**src/lpsd_pkg.sv**
```systemverilog
// Constants, types and helper functions of the SDRAM pin interface.
package lpsd_pkg;

	// Command codes as {chip_select_n, row_strobe_n, column_strobe_n,
	// write_strobe_n}; a set top bit means deselected.
	localparam logic [3:0] CMD_LMR      = 4'h0;
	localparam logic [3:0] CMD_REF      = 4'h1;
	localparam logic [3:0] CMD_PRE      = 4'h2;
	localparam logic [3:0] CMD_ACT      = 4'h3;
	localparam logic [3:0] CMD_WR       = 4'h4;
	localparam logic [3:0] CMD_RD       = 4'h5;
	localparam logic [3:0] CMD_BST      = 4'h6;
	localparam logic [3:0] CMD_NOP      = 4'h7;
	localparam logic [3:0] CMD_DESELECT = 4'hf;

	// Mode register layout and reset value.
	localparam int          MODE_W      = 14;
	localparam int          MODE_BL_LSB = 0;
	localparam int          MODE_BT_BIT = 3;
	localparam logic [13:0] MODE_RESET  = 14'h0000;
	localparam int          AP_BIT      = 10;

	// Burst length codes and the full-page length.
	localparam logic [2:0] BL_1    = 3'h0;
	localparam logic [2:0] BL_2    = 3'h1;
	localparam logic [2:0] BL_4    = 3'h2;
	localparam logic [2:0] BL_8    = 3'h3;
	localparam logic [2:0] BL_PAGE = 3'h7;
	localparam logic [9:0] PAGE_LEN = 10'h200;

	// Power states, one-hot.
	typedef enum logic [4:0] {
		ST_RUN  = 5'h01,
		ST_SUSP = 5'h02,
		ST_PDA  = 5'h04,
		ST_PDP  = 5'h08,
		ST_SREF = 5'h10
	} lpsd_pstate_t;

	function automatic logic [9:0] lpsd_burst_len(input logic [2:0] code);
		case (code)
			BL_1:    lpsd_burst_len = 10'h001;
			BL_2:    lpsd_burst_len = 10'h002;
			BL_4:    lpsd_burst_len = 10'h004;
			BL_8:    lpsd_burst_len = 10'h008;
			BL_PAGE: lpsd_burst_len = PAGE_LEN;
			default: lpsd_burst_len = 10'h001;
		endcase
	endfunction

	// Column of burst step idx; wraps inside the block of len columns.
	function automatic logic [8:0] lpsd_burst_col(input logic [8:0] start,
			input logic [9:0] idx, input logic [9:0] len, input logic inter);
		logic [8:0] m;
		logic [8:0] off;
		m = 9'(len - 10'h001);
		off = (inter && len != PAGE_LEN) ? (start ^ idx[8:0])
			: 9'(start + idx[8:0]);
		lpsd_burst_col = (start & ~m) | (off & m);
	endfunction

endpackage

```
**src/lpsd_pin_if.sv**
```systemverilog
// Command and data pin interface of a four-bank 16-bit low-power SDRAM.
// Summary of operation
// - All pins registered on rising clock only.
// - Burst counter and core read/write strobes advance on enabled clocks.
// - Clock gate low: power-down, self refresh, suspend.
// - Low-power states ignore pins, gate watched through a two-flop synchroniser.
// - Deselected cycles decode no command.
// - Command from four strobes on one edge.
// - Masked write lanes leave memory unchanged.
// - Read mask floats lane two clocks later.
// - Lower mask bits 0-7, upper 8-15.
// - Bank select steers command to one bank.
// - Activate captures twelve-bit row address.
// - Read/write column from bits 0-8, auto precharge for bursts of 2, 4, 8.
// - Precharge all or selected bank by flag.
// - Load mode takes opcode from address and bank.
// - Burst lengths 1, 2, 4, 8, full page.
// - Mode bits 0-2 length, bit 3 order.
`timescale 1ns/1ps
`default_nettype none
module lpsd_pin_if
	import lpsd_pkg::*;
(
	input  wire logic         ref_clk,
	input  wire logic         reset,
	input  wire logic         clk_gate_in,
	input  wire logic         chip_select_n,
	input  wire logic         row_strobe_n,
	input  wire logic         column_strobe_n,
	input  wire logic         write_strobe_n,
	input  wire logic [1:0]   bank_select,
	input  wire logic [11:0]  address_inputs,
	input  wire logic         lower_byte_mask,
	input  wire logic         upper_byte_mask,
	input  wire logic [15:0]  dq_in,
	output logic      [15:0]  dq_out,
	output logic      [1:0]   dq_oe,
	output logic              core_wr_en,
	output logic              core_rd_en,
	output logic      [1:0]   core_byte_en,
	output logic      [1:0]   core_bank,
	output logic      [11:0]  core_row,
	output logic      [8:0]   core_col,
	output logic      [15:0]  core_wdata,
	input  wire logic [15:0]  core_rdata,
	output logic              core_refresh,
	output logic      [13:0]  mode_reg,
	output lpsd_pstate_t      power_state
);

	logic [3:0]   s_cmd_reg;
	logic [1:0]   s_ba_reg;
	logic [11:0]  s_addr_reg;
	logic [1:0]   s_mask_reg;
	logic [15:0]  s_dq_reg;
	logic         s_cke_reg;
	logic         cke_meta_reg;
	logic         cke_sync_reg;
	lpsd_pstate_t state_reg;
	logic [3:0]   row_open_reg;
	logic [11:0]  open_row_reg [4];
	logic         burst_act_reg;
	logic         burst_wr_reg;
	logic         burst_ap_reg;
	logic [1:0]   burst_bank_reg;
	logic [8:0]   burst_start_reg;
	logic [9:0]   burst_idx_reg;
	logic         rd_pend_reg;
	logic [1:0]   mask_d_reg;
	logic         low_power;
	logic         en;
	logic         new_rw;
	logic         cont;
	logic         burst_last;
	logic [9:0]   blen;
	logic [9:0]   idx_next;

	assign low_power = (state_reg == ST_PDA) || (state_reg == ST_PDP)
		|| (state_reg == ST_SREF);
	assign en = (state_reg == ST_RUN) && s_cke_reg;
	assign blen = lpsd_burst_len(mode_reg[MODE_BL_LSB +: 3]);
	assign new_rw = en && (s_cmd_reg == CMD_RD || s_cmd_reg == CMD_WR);
	assign cont = en && burst_act_reg && !new_rw && s_cmd_reg != CMD_BST;
	assign idx_next = burst_idx_reg + 10'h001;
	assign burst_last = cont && idx_next == blen && blen != PAGE_LEN;

	// The gate is resynchronised for wake-up from low-power states.
	always_ff @(posedge ref_clk or posedge reset) begin
		if (reset) begin
			cke_meta_reg <= 1'b0;
			cke_sync_reg <= 1'b0;
		end else begin
			cke_meta_reg <= clk_gate_in;
			cke_sync_reg <= cke_meta_reg;
		end
	end

	// Pin sampling; input buffers are off in power-down and self refresh.
	always_ff @(posedge ref_clk or posedge reset) begin
		if (reset) begin
			s_cmd_reg  <= CMD_DESELECT;
			s_ba_reg   <= 2'h0;
			s_addr_reg <= 12'h000;
			s_mask_reg <= 2'h0;
			s_dq_reg   <= 16'h0000;
			// Starts high so that leaving reset does not look like a gate drop.
			s_cke_reg  <= 1'b1;
		end else if (low_power) begin
			s_cmd_reg <= CMD_DESELECT;
			s_cke_reg <= cke_sync_reg;
		end else begin
			s_cmd_reg  <= {chip_select_n, row_strobe_n,
				column_strobe_n, write_strobe_n};
			s_ba_reg   <= bank_select;
			s_addr_reg <= address_inputs;
			s_mask_reg <= {upper_byte_mask, lower_byte_mask};
			s_dq_reg   <= dq_in;
			s_cke_reg  <= clk_gate_in;
		end
	end

	// Power state follows the registered clock gate.
	always_ff @(posedge ref_clk or posedge reset) begin
		if (reset) begin
			state_reg <= ST_RUN;
		end else begin
			case (state_reg)
				ST_RUN: begin
					if (!s_cke_reg) begin
						if (burst_act_reg) begin
							state_reg <= ST_SUSP;
						end else if (s_cmd_reg == CMD_REF) begin
							state_reg <= ST_SREF;
						end else if (|row_open_reg) begin
							state_reg <= ST_PDA;
						end else begin
							state_reg <= ST_PDP;
						end
					end
				end
				default: begin
					if (s_cke_reg) begin
						state_reg <= ST_RUN;
					end
				end
			endcase
		end
	end

	// Mode register load.
	always_ff @(posedge ref_clk or posedge reset) begin
		if (reset) begin
			mode_reg <= MODE_RESET;
		end else if (en && s_cmd_reg == CMD_LMR) begin
			mode_reg <= {s_ba_reg, s_addr_reg};
		end
	end

	// Open rows per bank.
	always_ff @(posedge ref_clk or posedge reset) begin
		if (reset) begin
			row_open_reg <= 4'h0;
			for (int i = 0; i < 4; i++) begin
				open_row_reg[i] <= 12'h000;
			end
		end else if (en) begin
			if (s_cmd_reg == CMD_ACT) begin
				row_open_reg[s_ba_reg] <= 1'b1;
				open_row_reg[s_ba_reg] <= s_addr_reg;
			end else if (s_cmd_reg == CMD_PRE) begin
				if (s_addr_reg[AP_BIT]) begin
					row_open_reg <= 4'h0;
				end else begin
					row_open_reg[s_ba_reg] <= 1'b0;
				end
			end else if (burst_last && burst_ap_reg) begin
				row_open_reg[burst_bank_reg] <= 1'b0;
			end
		end
	end

	// Burst counter; it holds while the clock is suspended.
	always_ff @(posedge ref_clk or posedge reset) begin
		if (reset) begin
			burst_act_reg   <= 1'b0;
			burst_wr_reg    <= 1'b0;
			burst_ap_reg    <= 1'b0;
			burst_bank_reg  <= 2'h0;
			burst_start_reg <= 9'h000;
			burst_idx_reg   <= 10'h000;
		end else if (new_rw) begin
			burst_act_reg   <= blen != 10'h001;
			burst_wr_reg    <= s_cmd_reg == CMD_WR;
			burst_ap_reg    <= s_addr_reg[AP_BIT];
			burst_bank_reg  <= s_ba_reg;
			burst_start_reg <= s_addr_reg[8:0];
			burst_idx_reg   <= 10'h001;
		end else if (en && burst_act_reg) begin
			if (s_cmd_reg == CMD_BST || burst_last) begin
				burst_act_reg <= 1'b0;
			end
			burst_idx_reg <= (idx_next == PAGE_LEN) ? 10'h000
				: idx_next;
		end
	end

	// Array access towards the core, one location per enabled clock.
	always_ff @(posedge ref_clk or posedge reset) begin
		if (reset) begin
			core_wr_en   <= 1'b0;
			core_rd_en   <= 1'b0;
			core_byte_en <= 2'h0;
			core_bank    <= 2'h0;
			core_row     <= 12'h000;
			core_col     <= 9'h000;
			core_wdata   <= 16'h0000;
			core_refresh <= 1'b0;
		end else begin
			core_refresh <= en && s_cmd_reg == CMD_REF;
			core_wr_en <= (new_rw && s_cmd_reg == CMD_WR)
				|| (cont && burst_wr_reg);
			core_rd_en <= (new_rw && s_cmd_reg == CMD_RD)
				|| (cont && !burst_wr_reg);
			core_byte_en <= ~s_mask_reg;
			core_wdata <= s_dq_reg;
			if (new_rw) begin
				core_bank <= s_ba_reg;
				core_row  <= open_row_reg[s_ba_reg];
				core_col  <= lpsd_burst_col(s_addr_reg[8:0], 10'h000,
					blen, mode_reg[MODE_BT_BIT]);
			end else if (cont) begin
				core_col <= lpsd_burst_col(burst_start_reg, burst_idx_reg,
					blen, mode_reg[MODE_BT_BIT]);
			end
		end
	end

	// Read data out; the mask reaches the drivers two clocks late.
	always_ff @(posedge ref_clk or posedge reset) begin
		if (reset) begin
			rd_pend_reg <= 1'b0;
			mask_d_reg  <= 2'h0;
			dq_out      <= 16'h0000;
			dq_oe       <= 2'h0;
		end else begin
			rd_pend_reg <= core_rd_en;
			mask_d_reg  <= s_mask_reg;
			if (rd_pend_reg) begin
				dq_out <= core_rdata;
				dq_oe  <= ~mask_d_reg;
			end else begin
				dq_oe  <= 2'h0;
			end
		end
	end

	assign power_state = state_reg;
endmodule // lpsd_pin_if
`default_nettype wire

```
**config.mk**
```make
export PLATFORM = sky130hd
export DESIGN_NAME = lpsd_pin_if
export DESIGN_NICKNAME = d
export VERILOG_FILES = /design/src/lpsd_pkg.sv /design/src/lpsd_pin_if.sv
export SDC_FILE = /design/constraint.sdc
export NUM_CORES = 1
export LEC_CHECK = 0
export BUFFER_PORTS_ARGS = -buffer_cell sky130_fd_sc_hd__buf_2
export CAP_MARGIN = 5
export CORE_MARGIN = 2
export CORE_UTILIZATION = 30
export DETAILED_ROUTE_END_ITERATION = 8
export SETUP_SLACK_MARGIN = 0.5
export SYNTH_ARGS = -nofsm -noshare
export SYNTH_HDL_FRONTEND = slang
export SYNTH_SLANG_ARGS = --single-unit
```
**constraint.sdc**
```tcl
create_clock -name ref_clk -period 6.7 [get_ports ref_clk]
set_input_delay 0 -clock ref_clk [delete_from_list [all_inputs] [get_ports ref_clk]]
set_output_delay 0 -clock ref_clk [all_outputs]
set_load 0.05 [all_outputs]
```
==> results of run 1 <==
==> worst max path at each step <==
stage | endpoint | slack (ns) | cells after the start
6_report | row_open_reg[3]$_DFFE_PP0P_ | 3.85 | 9
5_1_grt | row_open_reg[3]$_DFFE_PP0P_ | 3.63 | 9
4_1_cts | row_open_reg[3]$_DFFE_PP0P_ | 3.86 | 9
3_5_place_dp | row_open_reg[3]$_DFFE_PP0P_ | 3.87 | 9
3_3_place_gp | row_open_reg[3]$_DFFE_PP0P_ | 3.86 | 9
2_1_floorplan | burst_act_reg$_DFFE_PP0P_ | 1.34 | 1
==> routing by layer <==
layer  up-vias  part of all wire  wire length (um)
li1       2719                 -                 -
met1      2887              0.44              8470
met2       126              0.51              9790
met3        15             0.042               803
met4         0             0.014               261
met5         -                 0                 0
==> cells by family after synthesis <==
kind of cell	after synthesis	synth area share
fa+ha+maj	11	0.0173
flops	197	0.589
buf+inv	47	0.0228
xor+xnor	17	0.0178
simple gates	189	0.104
compound gates	80	0.0651
mux	125	0.184
==> worst register-to-register path: stages (launching register included) <==
cell and delay (ns):
dfrtp_1 0.43, nor4_1 0.27, nand2_1 0.10, inv_1 0.10, ha_1 0.28, and2_1 0.28
o21ai_1 0.36, a2111oi_4 0.41, a31oi_1 0.21, o32a_1 0.32
==> metrics by stage <==
stage / util / total power, uW / setup slack, ns / hold WS, ns
3_3_place_gp: 0.343 / 3330 / 3.86 / 0.129
6_report: 0.385 / 4430 / 3.85 / 0.249
3_5_place_dp: 0.343 / 3360 / 3.87 / 0.128
5_1_grt: 0.385 / 4700 / 3.63 / 0.260
2_1_floorplan: - / 2970 / 1.34 / 0.0314
4_1_cts: 0.385 / 4480 / 3.86 / 0.233
==> synth_stat cells (all sizes together) (5+ instances only) <==
cell	instances	share of area
a21oi	15	0.0090
and3	6	0.0045
buf	6	0.0045
clkbuf	26	0.012
dfrtp	191	0.57
dfstp	6	0.019
ha	10	0.015
inv	15	0.0067
mux2	109	0.15
mux4	12	0.032
nand2	95	0.043
nand2b	9	0.0067
nand3	16	0.0096
nor2	26	0.012
nor2b	10	0.0075
o211ai	7	0.0063
o21ai	25	0.015
o22ai	5	0.0037
xnor2	9	0.0094
xor2	8	0.0084
==> layout by cell type (no fill, tap or decap), types with 5 or more instances in the layout <==
cell,count
ha_1,10
nand2_1,95
clkbuf_16,17
o211ai_1,7
nor2b_1,10
o21ai_0,23
dlygate4sd3_1,54
a21oi_1,15
buf_4,9
xor2_1,8
inv_1,14
dfstp_2,6
dfrtp_1,191
nand2b_1,9
nand3_1,16
nor2_1,26
o22ai_1,5
buf_2,135
xnor2_1,9
mux2_2,109
mux4_2,12
and3_1,6
==> where the power goes <==
part / switching [uW] / internal (uW)
clock: 500 / 581
sequential: 251 / 1510
combinational: 1030 / 557
==> area by class of cell <==
class                   count  share of cell area
flip-flops and latches    197               0.464
multi-input cells         422               0.306
repair buffers            198               0.121
clock buffers              18              0.0413
inverters                  15             0.00600
clock inverters            14              0.0174
well taps                 378              0.0444
==> impl_metrics.csv, run 1 <==
group,metric,value,unit
yosys,ys.flop_type,"dfrtp_1",
placed_design,dp_cells,1156,
cells_and_area,drive_above_1_share,0.360,
placed_design,placed_area,9480,um2
clocking,cts-htree-levels,4,
cells_and_area,largest_reg_flops,48,
setup_path,cp.required,7.02,ns
setup_path,r2r-end,"row_open_reg[3]$_DFFE_PP0P_",
yosys,ys_seq_elements,197,
sta,hold_viol,0,
drt,vias,5747,
clocking,cts_hold_buf,54,
sta,fin_skew,0.0137,ns
drt,wl,19300,um
die,die_area,29300,um2
sta,worstMarginPinSlew,1.10,ns
clocking,cts-buffers-inserted,17,
cells_and_area,area_growth,27.0,%
die,die_w,171,um
setup_path,path_delay_family,"compound AO/OA/AOI/OAI gates",
yosys,synth_nets,732,
sta,min_period,2.85,ns
drt,ant_nets,0,
grt,grt_util_met2,0.240,
setup_path,crit_arrival,3.17,ns
drt,vias_per_cell,4.63,
grt,grt.overflow.total,0,
grt,globalRouteMet3Util,0.0298,
setup_path,startpoint,"power_state[2]$_DFFE_PP0P_",
setup_path,r2r_setup_slack,3.85,ns
sta,slew_viol_final,0,
setup_path,cp-end-kind,"flip-flop",
drt,drc_errors,0,
cells_and_area,multi_input_area,3260,um2
pwr,ir_worst_vdd,0.000204,V
setup_path,start_kind,"flip-flop",
clocking,root_buffer,"clkbuf_16",
placed_design,dp_hpwl,12500,um
grt,grt_use_met1,0.178,
setup_path,crit_buf_inv,1,
sta,relSlewSlack,0.262,
worst_hold_path,min_delay_worst_endpoint,"cke_meta_reg$_DFF_PP0_",
yosys,synth_area,8380,um2
cells_and_area,final_area,10600,um2
sta,fin_crit_sh,0.426,
setup_path,r2r_cells,9,
yosys,synth_edf_count,0,
setup_path,critPathKind,"flip-flop to flip-flop",
clocking,clockBufferDepth,2,
sta,rsz0062_at_grt,"false",
clocking,numClockSinks,197,
sta,fmax,0.350,GHz
clocking,cts_resized,0,
placed_design,port_buffers,135,
yosys,synth_cells,666,
worst_hold_path,hp-class,"input pin to flip-flop",
clocking,insertion_delay,0.44,ns
die,coreArea,27600,um2
grt,grt_max_degree,112,
clocking,post_cts_buffers,0,
grt,grt.total_usage,0.140,
setup_path,crit_chain,"nor4_1 -> nand2_1 -> inv_1 -> ha_1 -> and2_1 -> o21ai_1 -> a2111oi_4 -> a31oi_1 -> o32a_1",
outcome,status,"finished clean",
die,fp-row-count,61,
die,die_y,171,um
cells_and_area,diodes,0,
sta,finalSetupViolCount,0,
setup_path,critPathMaxFanout,10,
cells_and_area,finish.net_count,917,
die,num_io_pins,136,
grt,grt_first_pass_wirelength,31800,um
worst_hold_path,hold_depth,2,
placed_design,place_congestion,0.800,
pwr,power.density,416,nW/um2
grt,busiest_layer,"met2",
grt,grt_pass1_vias,5945,
setup_path,cp_slowest_cell,"dfrtp_1",
setup_path,reg2reg_from,"power_state[2]$_DFFE_PP0P_",
yosys,synthArstFlopShare,1.00,
grt,antenna_found_initial,0,
drt,dr.pass1.iters,4,
drt,wl_per_cell,15.6,um
yosys,ys_seq_area_frac,0.589,
worst_hold_path,hp-start,"clk_gate_in",
cells_and_area,nFillCells,2700,
yosys,yosysWarnings,0,
pwr,cellLeakagePower,0.00504,uW
cells_and_area,seqCellArea,4940,um2
yosys,ys_types,59,
yosys,synth.avg_cell_area,12.6,um2
setup_path,slowest_delay,0.43,ns
clocking,clkTransAtPathRegs,0.07,ns
sta,fin_setup_tns,0,ns
drt,drtIter0Drc,263,
cells_and_area,post_layout_nonfiller_instances,1242,
job,cap_viol_max_count,0,
clocking,cts_tree,"done",
die,start_util,0.303,
(Power assumes the default switching activity.)
==> run 2: changes to the inputs <==
==> constraint.sdc (replaced) <==
create_clock -name ref_clk -period 2.91 [get_ports ref_clk]
set_input_delay 0 -clock ref_clk [delete_from_list [all_inputs] [get_ports ref_clk]]
set_output_delay 0 -clock ref_clk [all_outputs]
set_load 0.05 [all_outputs]
==> run 2 against run 1 <==
  * Clock skew grew 0.0053 ns
  * Critical path depth is the same
  * First-iteration DRC count grew 14%
  * Sequential share of layout area shrank 1.2 points
  * Sequential cell count is the same
  * Die area is the same
  * Global-route usage grew 0.29 points
  * Clock power grew 130%
  * Total power grew 130%
  * Sequential power grew 130%
  * Clock-buffer cell count shrank 1
  * Critical endpoint is now burst_act_reg$_DFFE_PP0P_
==> impl_metrics.csv, run 2 (synthesis results as in run 1) <==
group,metric,value,unit
setup_path,startpoint,"power_state[4]$_DFFE_PP0P_",
pwr,power.density,946,nW/um2
drt,drtIter0Drc,300,
setup_path,path_delay_family,"compound AO/OA/AOI/OAI gates",
placed_design,placed_area,9610,um2
grt,grt.total_usage,0.143,
setup_path,reg2reg_from,"power_state[4]$_DFFE_PP0P_",
die,start_util,0.303,
sta,slew_viol_final,0,
grt,antenna_found_initial,0,
setup_path,crit_chain,"nor4_2 -> nand2_1 -> inv_2 -> ha_4 -> and2_4 -> o21ai_4 -> a2111oi_2 -> a21oi_1 -> a221o_1",
sta,fin_setup_tns,0,ns
clocking,clkTransAtPathRegs,0.08,ns
cells_and_area,area_growth,30.7,%
placed_design,dp_cells,1165,
clocking,numClockSinks,197,
drt,ant_nets,0,
cells_and_area,post_layout_nonfiller_instances,1260,
cells_and_area,layout_common_cells,"dfrtp_1 (184), buf_2 (135), mux2_2 (109)",
pwr,switching_share,0.415,
clocking,cts-htree-levels,4,
sta,fmax,0.425,GHz
clocking,cts-buffers-inserted,17,
setup_path,cp_num_cells,9,
sta,fin_crit_sh,0.809,
pwr,cellLeakagePower,0.00515,uW
placed_design,port_buffers,135,
setup_path,slowest_delay,0.45,ns
sta,setup_ws,0.556,ns
die,die_area,29300,um2
sta,rsz0062_at_grt,"true",
die,coreArea,27600,um2
setup_path,endpoint,"burst_act_reg$_DFFE_PP0P_",
pwr,p_clk_frac,0.236,
outcome,status,"finished clean",
worst_hold_path,hp-class,"input pin to flip-flop",
clocking,clockBufferDepth,2,
grt,grt.overflow.total,0,
pwr,p_seq_frac,0.394,
setup_path,cp-end-kind,"flip-flop",
sta,hold_ws,0.253,ns
cells_and_area,finish.net_count,935,
sta,worstMarginPinSlew,0.814,ns
drt,drc_errors,0,
setup_path,r2r_cells,9,
placed_design,place_congestion,0.819,
cells_and_area,largest_reg_flops,48,
drt,wl_per_cell,16.0,um
die,die_w,171,um
cells_and_area,layout_commonest_cell,"dfrtp_1",
die,num_io_pins,136,
clocking,insertion_delay,0.44,ns
sta,finalSetupViolCount,0,
cells_and_area,final_area,10900,um2
placed_design,post-place-ws,0.345,ns
setup_path,cp_slowest_cell,"dfrtp_2",
pwr,pwr-share-comb,0.370,
placed_design,dp_hpwl,13500,um
drt,dr.pass1.iters,4,
setup_path,crit_buf_inv,1,
pwr,power.switching,4300,uW
die,die_y,171,um
job,cap_viol_max_count,0,
grt,grt_pass1_vias,6005,
grt,grt_first_pass_wirelength,32400,um
drt,wl,20200,um
clocking,root_buffer,"clkbuf_16",
setup_path,r2r_setup_slack,0.56,ns
setup_path,crit_arrival,2.68,ns
sta,relSlewSlack,0.456,
cells_and_area,drive_above_1_share,0.398,
die,fp-row-count,61,
setup_path,r2r-end,"burst_act_reg$_DFFE_PP0P_",
pwr,p_int,6060,uW
sta,fin_skew,0.0190,ns
setup_path,critPathKind,"flip-flop to flip-flop",
sta,hold_viol,0,
setup_path,start_kind,"flip-flop",
cells_and_area,diodes,0,
drt,vias,5918,
pwr,ir_worst_vdd,0.000496,V
setup_path,cp.required,3.24,ns
clocking,cts_tree,"done",
grt,grt_max_degree,60,
sta,min_period,2.35,ns
setup_path,critPathMaxFanout,10,
drt,vias_per_cell,4.70,
[run 2: stage by stage]
step | power (uW) | utilization
finish | 10400 | 0.396
CTS | 10400 | 0.390
floorplan | 6880 | -
global route | 11000 | 0.396
detailed placement | 7830 | 0.348
global placement | 7780 | 0.348
[run 2: cell type report]
class / instances / area, um2
multi-input combinational: 422 / 3380
fill: 2689 / 16700
clock inverter: 15 / 190
timing repair buffer: 216 / 1480
clock buffer: 17 / 425
tap: 378 / 473
inverter: 15 / 60.1
sequential: 197 / 4950
[run 2: power groups by stage]
stage	clock [uW]	sequential [uW]	combinational (uW)
after CTS	2530	4070	3780
final	2440	4080	3830
after global placement	0	4110	3670
after global routing	2660	4190	4130
after floorplan	0	5200	1680
after detailed placement	0	4120	3710
[run 2: layer usage]
| layer | routed length (um) | track usage |
|---|---|---|
| met1 | 8950 | 0.180 |
| met2 | 10100 | 0.247 |
| met3 | 956 | 0.0333 |
| met4 | 237 | 0.0343 |
| met5 | 0 | 0 |
[run 2: how the worst min path moves through the flow]
stage,start,end,cells after the start
after detailed placement,clk_gate_in,cke_meta_reg$_DFF_PP0_,1
after floorplan,clk_gate_in,cke_meta_reg$_DFF_PP0_,0
final,clk_gate_in,cke_meta_reg$_DFF_PP0_,2
after global placement,clk_gate_in,cke_meta_reg$_DFF_PP0_,1
after global routing,clk_gate_in,cke_meta_reg$_DFF_PP0_,2
after CTS,clk_gate_in,cke_meta_reg$_DFF_PP0_,2
[run 2: timing repair]
item	in CTS	in global routing
buffers inserted	0	8
cloned	0	1
hold endpoints to repair	83	0
hold buffers	54	0
gates resized for setup	5	20
pin swaps	1	6
setup endpoints to repair	23	19
==> run 3: changes to the inputs <==
--- a/config.mk
+++ b/config.mk
@@ -5,6 +5,7 @@
 export SDC_FILE = /design/constraint.sdc
 export NUM_CORES = 1
 export LEC_CHECK = 0
+export ABC_AREA = 1
 export BUFFER_PORTS_ARGS = -buffer_cell sky130_fd_sc_hd__buf_2
 export CAP_MARGIN = 5
 export CORE_MARGIN = 2
==> constraint.sdc (replaced) <==
create_clock -name ref_clk -period 1.9 [get_ports ref_clk]
set_input_delay 0 -clock ref_clk [delete_from_list [all_inputs] [get_ports ref_clk]]
set_output_delay 0 -clock ref_clk [all_outputs]
set_load 0.05 [all_outputs]
==> run 3 against run 2 <==
  * The run now ends with negative setup slack left
  * Worst setup slack worse by 0.73 ns
  * Routed wire length increased by 35%
  * Clock-buffer cell count rose by 2
  * Sequential power is 72% higher
  * Register-to-register slack got worse by 0.73 ns
  * Hold slack worse by 0.091 ns
  * Combinational power increased to 2.8 times the previous value
  * Die area rose by 0.11%
  * Clock skew decreased by 0.0076 ns
  * Critical endpoint is now open_row_reg[8]$_DFFE_PP0P_
==> impl_metrics.csv, run 3 <==
group,metric,value,unit
sta,worstMarginPinSlew,0.561,ns
sta,min_period,2.07,ns
pwr,p_seq_frac,0.326,
sta,hold_viol,0,
setup_path,reg2reg_from,"power_state[0]$_DFFE_PP1P_",
drt,wl,27200,um
placed_design,dp_hpwl,15000,um
die,coreArea,27600,um2
setup_path,r2r_setup_slack,-0.17,ns
placed_design,port_buffers,135,
clocking,cts_tree,"done",
cells_and_area,finish.net_count,1258,
drt,wl_per_cell,17.2,um
yosys,synth_nets,961,
die,num_io_pins,136,
placed_design,dp_cells,1435,
yosys,yosysWarnings,0,
setup_path,start_kind,"flip-flop",
pwr,pwr-share-comb,0.501,
die,die_y,171,um
outcome,status,"finished, violations left",
pwr,cellLeakagePower,0.00635,uW
clocking,cts-htree-levels,4,
pwr,power.density,1610,nW/um2
yosys,synth_area,8390,um2
drt,dr.pass1.iters,4,
cells_and_area,drive_above_1_share,0.469,
yosys,synth_cells,895,
die,fp-row-count,61,
sta,setup_ws,-0.175,ns
pwr,p_clk_frac,0.173,
yosys,ys.flop_type,"dfrtp_1",
drt,drtIter0Drc,504,
pwr,ir_worst_vdd,0.000621,V
sta,fin_skew,0.0115,ns
sta,finalSetupViolCount,113,
setup_path,critPathKind,"flip-flop to flip-flop",
clocking,clkTransAtPathRegs,0.07,ns
grt,grt.total_usage,0.178,
cells_and_area,layout_common_cells,"dfrtp_1 (191), nand2_1 (165), buf_2 (134)",
cells_and_area,diodes,0,
pwr,finalPower,21500,uW
sta,fin_crit_sh,1.09,
worst_hold_path,hp-class,"input pin to async pin",
cells_and_area,nFillCells,2503,
grt,grt_max_degree,71,
yosys,yosysTopAreaCell,"dfrtp_1",
sta,fmax,0.482,GHz
setup_path,crit_arrival,2.39,ns
job,cap_viol_max_count,0,
cells_and_area,layout_commonest_cell,"dfrtp_1",
clocking,clockBufferDepth,2,
pwr,power.switching,9680,uW
setup_path,cp-end-kind,"flip-flop",
setup_path,critPathMaxFanout,5,
setup_path,r2r_cells,10,
yosys,synthArstFlopShare,1.00,
clocking,insertion_delay,0.44,ns
grt,antenna_found_initial,0,
cells_and_area,post_layout_nonfiller_instances,1583,
sta,slew_viol_final,0,
die,start_util,0.304,
die,die_w,171,um
yosys,synth.area.top_cells,"dfrtp_1 (57%), nand2_1 (12%), o21ai_0 (3.8%), inv_1 (3.2%), o21ai_1 (3.0%)",
drt,vias_per_cell,4.83,
yosys,synth_edf_count,0,
setup_path,cp.required,2.21,ns
clocking,root_buffer,"clkbuf_16",
sta,fin_setup_tns,-11.29,ns
sta,relSlewSlack,0.622,
yosys,ys_seq_elements,197,
pwr,p_int,11900,uW
placed_design,place_congestion,0.826,
yosys,ys_seq_area_frac,0.589,
pwr,switching_share,0.450,
clocking,numClockSinks,197,
drt,drc_errors,0,
clocking,cts-buffers-inserted,17,
grt,grt_first_pass_wirelength,40300,um
sta,rsz0062_at_grt,"true",
yosys,synth.avg_cell_area,9.37,um2
yosys,synth_most_common_cell,"nand2_1",
setup_path,r2r-end,"open_row_reg[8]$_DFFE_PP0P_",
die,die_area,29300,um2
drt,ant_nets,0,
yosys,synth_top_area_share,0.570,
cells_and_area,largest_reg_flops,48,
outcome,violations,"negative setup slack",
cells_and_area,area_growth,59.5,%
yosys,ys_types,40,
yosys,synth_common_cells,"nand2_1 (265), dfrtp_1 (191), inv_1 (72), o21ai_0 (63), o21ai_1 (50)",
drt,vias,7638,
grt,grt_pass1_vias,7606,
grt,grt.overflow.total,0,
run 3: changes by cell type in the layout (fill, tap and decap cells not counted), sizes merged, moves of 20 or more:
cell and delta:
nor2 +20, nand2 +190, mux2 -92, o21ai +90, inv +60, buf +82, nand3 +21
run 3: repair_timing:
action / 4_1_cts / 5_1_grt
pin swaps: 23 / 27
endpoints found under the hold margin: 101 / 0
buffers inserted: 28 / 11
hold buffers: 54 / 0
resized for setup: 169 / 195
gates cloned: 16 / 7
endpoints found under the setup margin: 154 / 157
run 3: cell type report:
cell class                      instances  area, um2  share of cell area
Inverter                               81        340              0.0254
Multi-Input combinational cell        593       4350               0.325
Sequential cell                       197       4940               0.369
Clock buffer                           19        453              0.0339
Tap cell                              378        473              0.0354
Clock inverter                         13        144              0.0108
Timing Repair inverter                  1       7.51            0.000561
Timing Repair Buffer                  301       2680               0.200
run 3: how the worst max path moves through the flow:
stage / startpoint / end / slack, ns / depth (start not counted)
after floorplan: reset / burst_act_reg$_DFFE_PP0P_ / -0.64 / 1
after global placement: power_state[0]$_DFFE_PP1P_ / row_open_reg[3]$_DFFE_PP0P_ / -0.08 / 14
after detailed placement: power_state[0]$_DFFE_PP1P_ / row_open_reg[1]$_DFFE_PP0P_ / -0.12 / 14
after CTS: power_state[3]$_DFFE_PP0P_ / row_open_reg[2]$_DFFE_PP0P_ / -0.13 / 15
after global routing: power_state[0]$_DFFE_PP1P_ / open_row_reg[2]$_DFFE_PP0P_ / -0.29 / 10
final: power_state[0]$_DFFE_PP1P_ / open_row_reg[8]$_DFFE_PP0P_ / -0.17 / 10
run 3: kinds of logic after synthesis:
family	share of synthesized area
compound gates	0.126
xor+xnor	0.00418
fa+ha+maj	0.0173
buf+inv	0.0550
flops	0.589
mux	0.0228
simple gates	0.186
run 3: metal layers:
metal / vias to the layer above / GRT usage / wire length (um)
li1: 3592 / - / -
met1: 3781 / 0.224 / 11300
met2: 213 / 0.307 / 13800
met3: 52 / 0.0295 / 1200
met4: 0 / 0.0663 / 846
met5: - / 0 / 0
run 3: worst max-delay path, cell delays in order, from the launching register on:
cell	delay (ns)
dfstp_2	0.54
inv_2	0.06
nor4_4	0.27
ha_4	0.23
buf_6	0.12
inv_6	0.03
nor2_4	0.22
nand2_4	0.15
clkbuf_16	0.21
nand2_2	0.05
o21ai_1	0.05
run 3: metrics by stage:
step	worst slack [ns]	cell area, um2	hold WS (ns)	util
3_3_place_gp	-0.0779	10100	0.0804	0.365
2_1_floorplan	-0.641	8660	0.0314	-
3_5_place_dp	-0.117	10100	0.0776	0.365
6_report	-0.175	13400	0.162	0.484
5_1_grt	-0.286	13400	0.202	0.484
4_1_cts	-0.133	12400	0.158	0.450
run 3: power by group through the flow:
stage / sequential (uW) / clock [uW] / combinational (uW)
6_report: 7010 / 3730 / 10800
2_1_floorplan: 9040 / 0 / 3150
5_1_grt: 7180 / 3990 / 11500
3_3_place_gp: 6720 / 0 / 7700
4_1_cts: 6740 / 3780 / 9670
3_5_place_dp: 6760 / 0 / 7760
